## src/common/tpfs_defs.vh

```
`ifndef TPFS_DEFS_VH
`define TPFS_DEFS_VH
// print mode / paper class codes
`define TPFS_MODE_AUTO     4'h0
`define TPFS_MODE_NORMAL   4'h1
`define TPFS_MODE_LIGHT1   4'h2
`define TPFS_MODE_HEAVY1   4'h3
`define TPFS_MODE_HEAVY2   4'h4
`define TPFS_MODE_HEAVY3   4'h5
`define TPFS_MODE_GLOSSY1  4'h6
`define TPFS_MODE_GLOSSY2  4'h7
`define TPFS_MODE_GLOSSY3  4'h8
`define TPFS_MODE_GFILM    4'h9
`define TPFS_MODE_ENVELOPE 4'hA
`define TPFS_MODE_TRANSP   4'hB
`define TPFS_MODE_LABEL    4'hC
// feed speed ratio codes
`define TPFS_SPD_FULL      3'h0
`define TPFS_SPD_3Q        3'h1
`define TPFS_SPD_HALF      3'h2
`define TPFS_SPD_THIRD     3'h3
`define TPFS_SPD_TENTH     3'h4
// gloss / thickness sensor levels
`define TPFS_GLOSS_MATTE   2'h0
`define TPFS_GLOSS_GLOSSY  2'h1
`define TPFS_GLOSS_FILM    2'h2
`define TPFS_THICK_LIGHT   3'h0
`define TPFS_THICK_NORMAL  3'h1
`define TPFS_THICK_H1      3'h2
`define TPFS_THICK_H2      3'h3
`define TPFS_THICK_H3      3'h4
`define TPFS_THICK_CLEAR   3'h5
// timing
`define TPFS_CLK_MHZ       50
`define TPFS_SEP_US        2000
`define TPFS_SEP_CYC       (`TPFS_SEP_US * `TPFS_CLK_MHZ)
`define TPFS_LED_US        100
`define TPFS_LED_CYC       (`TPFS_LED_US * `TPFS_CLK_MHZ)
`define TPFS_LED_REF       8'h80
`endif

```

## src/rtl/tpfs_sequencer.v

```verilog
// Functional notes
// no tray paper: notify formatter, hold print until paper sensed
// print command: reverse pickup motor first, then energise pickup solenoid
// last-sheet roller motion means one sheet left
// last-sheet motion notifies formatter before image formation begins
// leading edge at sync sensor stops registration motor and holds sheet
// media sensors sampled only while sheet held at registration
// alignment timing reached restarts registration motor to fuser
// gloss and thickness results combine into reported paper type
// simplex, mode transparency, other sensed type: mismatch
// simplex, mode not auto nor transparency, transparency sensed: mismatch
// duplex-capable mode in duplex, transparency sensed: mismatch
// power-on and sleep exit: LED test against reference, flag failure
// undetectable modes take feed speed from requested print mode
// normal, light1 full; heavy1 3/4; heavy2 1/2; heavy3 1/3
// glossy1 3/4; glossy2, label 1/2; glossy3 1/3; film, transparency 1/10; envelope full
// agreed mode enumeration; speed given as ratio code
`timescale 1ns/1ps
`default_nettype none
`include "tpfs_defs.vh"
module tpfs_sequencer #(
  parameter SEP_CYC = `TPFS_SEP_CYC,
  parameter LED_CYC = `TPFS_LED_CYC
) (
  // clock and reset
  input  wire       clk_sys,
  input  wire       rst_n,
  // formatter side
  input  wire       print_cmd,
  input  wire [3:0] print_mode,
  input  wire       duplex,
  input  wire       sleep_exit,
  output reg        tray_empty,
  output reg        last_sheet,
  output reg  [3:0] paper_type,
  output reg        type_valid,
  output reg        type_mismatch,
  output reg        sensor_fail,
  output reg        busy,
  // mechanics and sensors
  input  wire       tray_paper,
  input  wire       last_roller,
  input  wire       vsync_edge,
  input  wire       image_transfer_belt_align,
  input  wire [1:0] gloss_level,
  input  wire [2:0] thick_level,
  input  wire [7:0] led_intensity,
  output reg        pickup_rev,
  output reg        pickup_sol,
  output reg        reg_motor,
  output reg        media_led,
  output reg  [2:0] feed_speed
);
  localparam S_IDLE  = 3'h0;
  localparam S_SEP   = 3'h1;
  localparam S_PICK  = 3'h2;
  localparam S_HOLD  = 3'h3;
  localparam S_FEED  = 3'h4;
  localparam S_LED   = 3'h5;

  // paper class from the two media sensors
  function [3:0] tpfs_classify;
    input [1:0] g;
    input [2:0] t;
    begin
      if (t == `TPFS_THICK_CLEAR)
        tpfs_classify = `TPFS_MODE_TRANSP;
      else if (g == `TPFS_GLOSS_FILM)
        tpfs_classify = `TPFS_MODE_GFILM;
      else if (g == `TPFS_GLOSS_GLOSSY) begin
        if (t == `TPFS_THICK_H3)
          tpfs_classify = `TPFS_MODE_GLOSSY3;
        else if (t == `TPFS_THICK_H2)
          tpfs_classify = `TPFS_MODE_GLOSSY2;
        else
          tpfs_classify = `TPFS_MODE_GLOSSY1;
      end else if (t == `TPFS_THICK_H1)
        tpfs_classify = `TPFS_MODE_HEAVY1;
      else if (t == `TPFS_THICK_H2)
        tpfs_classify = `TPFS_MODE_HEAVY2;
      else if (t == `TPFS_THICK_H3)
        tpfs_classify = `TPFS_MODE_HEAVY3;
      else
        tpfs_classify = `TPFS_MODE_NORMAL;
    end
  endfunction

  // ratio code per class
  function [2:0] tpfs_speed;
    input [3:0] m;
    begin
      case (m)
        `TPFS_MODE_HEAVY1, `TPFS_MODE_GLOSSY1: tpfs_speed = `TPFS_SPD_3Q;    // see
        `TPFS_MODE_HEAVY2, `TPFS_MODE_GLOSSY2,
        `TPFS_MODE_LABEL:                     tpfs_speed = `TPFS_SPD_HALF;  // see
        `TPFS_MODE_HEAVY3, `TPFS_MODE_GLOSSY3: tpfs_speed = `TPFS_SPD_THIRD; // see
        `TPFS_MODE_GFILM, `TPFS_MODE_TRANSP:   tpfs_speed = `TPFS_SPD_TENTH;
        default:                              tpfs_speed = `TPFS_SPD_FULL;  // see
      endcase
    end
  endfunction

  reg  [2:0]  state;
  reg  [2:0]  next_state;
  reg  [31:0] cnt;
  reg  [3:0]  job_mode;
  reg         job_duplex;
  reg         led_pending;
  wire [3:0]  sensed;
  wire        undetectable;
  wire        mis_simplex;
  wire        mis_duplex;

  assign sensed       = tpfs_classify(gloss_level, thick_level);
  assign undetectable = (job_mode == `TPFS_MODE_LIGHT1) || (job_mode == `TPFS_MODE_ENVELOPE) ||
                        (job_mode == `TPFS_MODE_LABEL);
  assign mis_simplex  = ((job_mode == `TPFS_MODE_TRANSP) && (sensed != `TPFS_MODE_TRANSP)) ||
                        ((job_mode != `TPFS_MODE_AUTO) && (job_mode != `TPFS_MODE_TRANSP) &&
                         (sensed == `TPFS_MODE_TRANSP));
  // transparency is the one mode that cannot duplex
  assign mis_duplex   = (job_mode != `TPFS_MODE_TRANSP) && (sensed == `TPFS_MODE_TRANSP);

  always @* begin
    next_state = state;
    case (state)
      S_IDLE: begin
        if (led_pending)
          next_state = S_LED;
        else if (print_cmd && tray_paper)
          next_state = S_SEP;
      end
      S_SEP: begin
        if (cnt >= SEP_CYC - 1)
          next_state = S_PICK;
      end
      S_PICK: begin
        if (vsync_edge)
          next_state = S_HOLD;
      end
      S_HOLD: begin
        if (image_transfer_belt_align)
          next_state = S_FEED;
      end
      S_FEED: begin
        if (!vsync_edge)
          next_state = S_IDLE;
      end
      S_LED: begin
        if (cnt >= LED_CYC - 1)
          next_state = S_IDLE;
      end
      default: next_state = S_IDLE;
    endcase
  end

  always @(posedge clk_sys) begin
    if (!rst_n) begin
      state         <= S_IDLE;
      cnt           <= 32'h0;
      job_mode      <= 4'h0;
      job_duplex    <= 1'b0;
      led_pending   <= 1'b1;
      tray_empty    <= 1'b0;
      last_sheet    <= 1'b0;
      paper_type    <= 4'h0;
      type_valid    <= 1'b0;
      type_mismatch <= 1'b0;
      sensor_fail   <= 1'b0;
      busy          <= 1'b0;
      pickup_rev    <= 1'b0;
      pickup_sol    <= 1'b0;
      reg_motor     <= 1'b0;
      media_led     <= 1'b0;
      feed_speed    <= `TPFS_SPD_FULL;
    end else begin
      state <= next_state;
      if (next_state != state)
        cnt <= 32'h0;
      else
        cnt <= cnt + 32'h1;
      tray_empty <= !tray_paper;
      // roller only turns with a single sheet left
      if (state == S_SEP || state == S_PICK)
        last_sheet <= last_sheet | last_roller; // see
      else if (state == S_IDLE && print_cmd && tray_paper)
        last_sheet <= 1'b0;
      if (sleep_exit)
        led_pending <= 1'b1;
      else if (state == S_LED)
        led_pending <= 1'b0;
      if (state == S_IDLE && next_state == S_SEP) begin
        job_mode      <= print_mode;
        job_duplex    <= duplex;
        type_valid    <= 1'b0;
        type_mismatch <= 1'b0;
      end
      busy       <= (next_state != S_IDLE) && (next_state != S_LED);
      pickup_rev <= (next_state == S_SEP) || (next_state == S_PICK);
      pickup_sol <= (next_state == S_PICK);
      reg_motor  <= (next_state == S_PICK) || (next_state == S_FEED); // see
      media_led  <= (next_state == S_LED) || (next_state == S_HOLD);
      if (state == S_HOLD && next_state == S_FEED) begin
        // sample once, at end of hold, when the sheet is still
        paper_type    <= sensed;            // see
        type_valid    <= 1'b1;
        type_mismatch <= job_duplex ? mis_duplex : mis_simplex;
        if (undetectable || job_mode == `TPFS_MODE_AUTO && 1'b0)
          feed_speed <= tpfs_speed(job_mode);
        else
          feed_speed <= tpfs_speed(sensed);
      end
      if (state == S_LED && cnt == LED_CYC - 1)
        sensor_fail <= (led_intensity != `TPFS_LED_REF);
    end
  end
endmodule // tpfs_sequencer
`default_nettype wire

```

## config.mk

```make
export PLATFORM = sky130hd
export DESIGN_NAME = tpfs_sequencer
export DESIGN_NICKNAME = d
export VERILOG_FILES = /design/src/rtl/tpfs_sequencer.v
export VERILOG_INCLUDE_DIRS = /design/src /design/src/common
export SDC_FILE = /design/constraint.sdc
export NUM_CORES = 1
export LEC_CHECK = 0
export ABC_AREA = 1
export BUFFER_PORTS_ARGS = -buffer_cell sky130_fd_sc_hd__buf_2
export CAP_MARGIN = 20
export CORE_MARGIN = 2
export CORE_UTILIZATION = 52
export DETAILED_ROUTE_END_ITERATION = 16
export GPL_ROUTABILITY_DRIVEN = 0
export HOLD_SLACK_MARGIN = 0.12
export PLACE_DENSITY = 0.77
export SYNTH_ARGS = -nofsm -noshare
export SYNTH_HDL_FRONTEND = slang
export SYNTH_SLANG_ARGS = --single-unit
```

## constraint.sdc

```tcl
create_clock -name clk_sys -period 2.6 [get_ports clk_sys]
set_clock_uncertainty 0.2 [all_clocks]
set_input_delay 0.78 -clock clk_sys [delete_from_list [all_inputs] [get_ports clk_sys]]
set_output_delay 0.78 -clock clk_sys [all_outputs]
set_load 0.1 [all_outputs]
```

==> impl_metrics.tcl <==
set metrics [dict create \
    status "finished clean" \
    crit_buf_inv 2 \
    clock-root-buffer "clkbuf_8" \
    syn_inst 489 \
    htreeDepth 3 \
    ir_drop_v 0.000379 \
    arrival_ns 2.59 \
    synthTopCellsByCount "nand2_1, inv_1, nor2_1" \
    vias 3392 \
    power_switching_mw 0.950 \
    drv_cap 0 \
    total_leakage_power_nw 1.92 \
    synth_edf_count 0 \
    hold_slack_ns 0.261 \
    gr-usage-all-layers_pct 22.2 \
    syn_area_per_cell_um2 6.86 \
    p_sw_share_pct 35.0 \
    viasPerCell 5.25 \
    nNetsFinal 599 \
    die_y_um 84.3 \
    grt_pass1_vias 3106 \
    antenna_found_initial 0 \
    area_growth_pct 25.3 \
    start_util_pct 53.4 \
    yosys.area.top_type "dfxtp_1" \
    ys.flop_type "dfxtp_1" \
    wl_met1_mm 3.68 \
    placed_area_um2 3810 \
    fin_ws_ns 0.0396 \
    synth_seq_area_share_pct 36.4 \
    numCtsBuffers 9 \
    ys_seq_elements 61 \
    portBuffers 42 \
    async_reset_ff_share_pct 0 \
    worst_setup_path_start_kind "flip-flop" \
    cp.required_ns 2.63 \
    drv_slew 0 \
    place_hpwl_mm 5.80 \
    setup_viol 0 \
    n_antenna_cell 0 \
    yosysWarnings 0 \
    core_um2 6280 \
    fmax_ghz 0.391 \
    yosysMostFrequentCell "nand2_1" \
    dr_wl_met3_um 296 \
    drc 0 \
    post-place-ws_ns -0.0792 \
    p_int_mw 1.76 \
    wl_per_cell_um 12.6 \
    die-area_um2 7110 \
    core.rowCount 29 \
    end_kind "flip-flop" \
    synth_area_um2 3350 \
    io_pins 43 \
    cts_buffer_depth 2 \
    min_period_over_period_pct 98.5 \
    final_hold_viol_count 0 \
    top_layer "met4" \
    clk_pin_slew_ns 0.07 \
    hp-class "flip-flop to flip-flop" \
    totalWireLength_mm 8.14 \
    crit_family "simple AND/OR/NAND/NOR gates" \
    drive_gt1_share_pct 27.4 \
    worstPathMaxFanout 5 \
    drtAntennaViolNets 0 \
    min_period_ns 2.56 \
    clk_latency_ns 0.34 \
    power_frac_comb_pct 30.8 \
    clkPwrFrac_pct 30.5 \
    grt_pass1_wl_mm 13.0 \
    cpPeakStageDelay_ns 0.34 \
    synth_nets 524 \
    cts_tree "built" \
    crit_slowest_cell "dfxtp_2" \
    path_class "flip-flop to flip-flop" \
    met2RoutedLength_mm 3.98 \
    power.density_nw_per_um2 646 \
    gr-total-overflow 0 \
    die_w_um 84.3 \
    final_area_um2 4200 \
    max_slew_margin_pct 67.2 \
    grt_max_degree 33 \
    synth_cell_types 41 \
    dp_cells 622 \
    grt_setup_unrepaired "yes" \
    yosys-top-cells-area "dfxtp_1, nand2_1, inv_1" \
    cp_cell_sequence "ha_4 -> nand2_2 -> nor2_1 -> nand2_1 -> nand2_1 -> nand2_1 -> nand2_1 -> nand2_2 -> nand2_4 -> a21oi_4 -> nand4_4 -> nand2_2 -> nand2_4 -> nor2_4 -> inv_2 -> ha_4 -> inv_2 -> nand3_2 -> nand3_2 -> nand2_1" \
    cts_num_sinks 61 \
    worst_slew_pin_slew_ns 0.495 \
    dr.pass1.iters 5 \
    critPathMostFrequentCell "nand2_1" \
    yosys.area.top_type_share_pct 36.4 \
    first_iter_violations 236 \
    stdcell_count 646 \
    power.share.sequential_pct 38.7 \
]
kinds of logic after synthesis:
kind of cell | after synthesis | share of synthesized area, %
AOI/OAI and AO/OA | 55 | 9.44
xor gates and xnor gates | 7 | 2.05
adders and majority gates | 9 | 3.36
buffers and inverters | 86 | 10.1
DFF | 61 | 36.4
and+or+nand+nor | 271 | 38.6
cell type report:
| type | count | area [um2] |
|---|---|---|
| clock buffers | 11 | 141 |
| clock inverters | 5 | 50.0 |
| fillers | 510 | 2080 |
| inverters | 79 | 297 |
| multi-input cells | 342 | 1930 |
| flip-flops and latches | 61 | 1230 |
| well taps | 77 | 96.3 |
| repair buffers | 71 | 452 |
layout by cell type, fill, tap and decap left out, types with 4 or more instances in the layout:
cell type / count
buf_4: 25
clkbuf_8: 10
dfxtp_2: 9
nand3_1: 23
nand2_1: 99
inv_1: 66
clkinv_2: 4
nor3_1: 17
nand4_1: 14
ha_1: 6
nor2_4: 5
buf_2: 42
nand3_2: 4
dfxtp_1: 52
nand2_2: 7
a21oi_1: 25
xor2_1: 5
nor2_2: 7
nor2_1: 65
nor3b_2: 5
nor3_2: 7
nor4_1: 7
o21ai_0: 17
inv_2: 13
state kept, by name, indices dropped and copies added (netlist names), named ones only:
name           cells
cnt               32
job_mode           4
paper_type         4
feed_speed         3
state              3
busy               1
job_duplex         1
last_sheet         1
led_pending        1
media_led          1
pickup_rev         1
pickup_sol         1
reg_motor          1
sensor_fail        1
tray_empty         1
type_mismatch      1
type_valid         1
power groups by stage:
stage                     clock (mW)  sequential, mW  combinational (mW)
after global placement             0            1.06               0.700
final                          0.826            1.05               0.836
after floorplan                    0            1.16               0.409
after global routing           0.865            1.06               0.905
after CTS                      0.830            1.04               0.726
after detailed placement           0            1.06               0.713
worst reg2reg max path, cell delays in order, from the launching register on:
cell     delay, ns
dfxtp_2       0.34
ha_4          0.16
nand2_2       0.08
nor2_1        0.06
nand2_1       0.05
nand2_1       0.04
nand2_1       0.05
nand2_1       0.06
nand2_2       0.11
nand2_4       0.07
a21oi_4       0.16
nand4_4       0.18
nand2_2       0.14
nand2_4       0.07
nor2_4        0.14
inv_2         0.07
ha_4          0.24
inv_2         0.05
nand3_2       0.06
nand3_2       0.07
nand2_1       0.06
final timing paths:
kind	start	end	cells after the start	slack, ns
max reg2reg	cnt[1]	flip-flop	20	0.04
min reg2reg	type_valid	type_valid	2	0.26
min	type_valid	type_valid	2	0.26
max	cnt[1]	flip-flop	20	0.04
through the flow:
| stage | utilization (%) | TNS, ns | total power [mW] |
|---|---|---|---|
| after floorplan | - | 0 | 1.57 |
| after global placement | 60.7 | -0.00269 | 1.76 |
| after detailed placement | 60.7 | -0.102 | 1.78 |
| after CTS | 64.0 | 0 | 2.60 |
| after global routing | 66.9 | -0.166 | 2.83 |
| final | 66.9 | 0 | 2.71 |
what timing repair did:
item	4_1_cts	5_1_grt
setup endpoints to repair	1	5
hold buffers	0	0
hold endpoints to repair	0	0
gates cloned	0	0
setup buffers	1	7
gates resized for setup	2	41
pin swaps	3	16
layer usage:
layer	vias up	track usage, %
met5	-	0
met4	0	10.7
met3	23	3.83
met2	90	37.5
met1	1556	27.3
li1	1723	-
No activity file was read; power rests on OpenSTA's default activity.
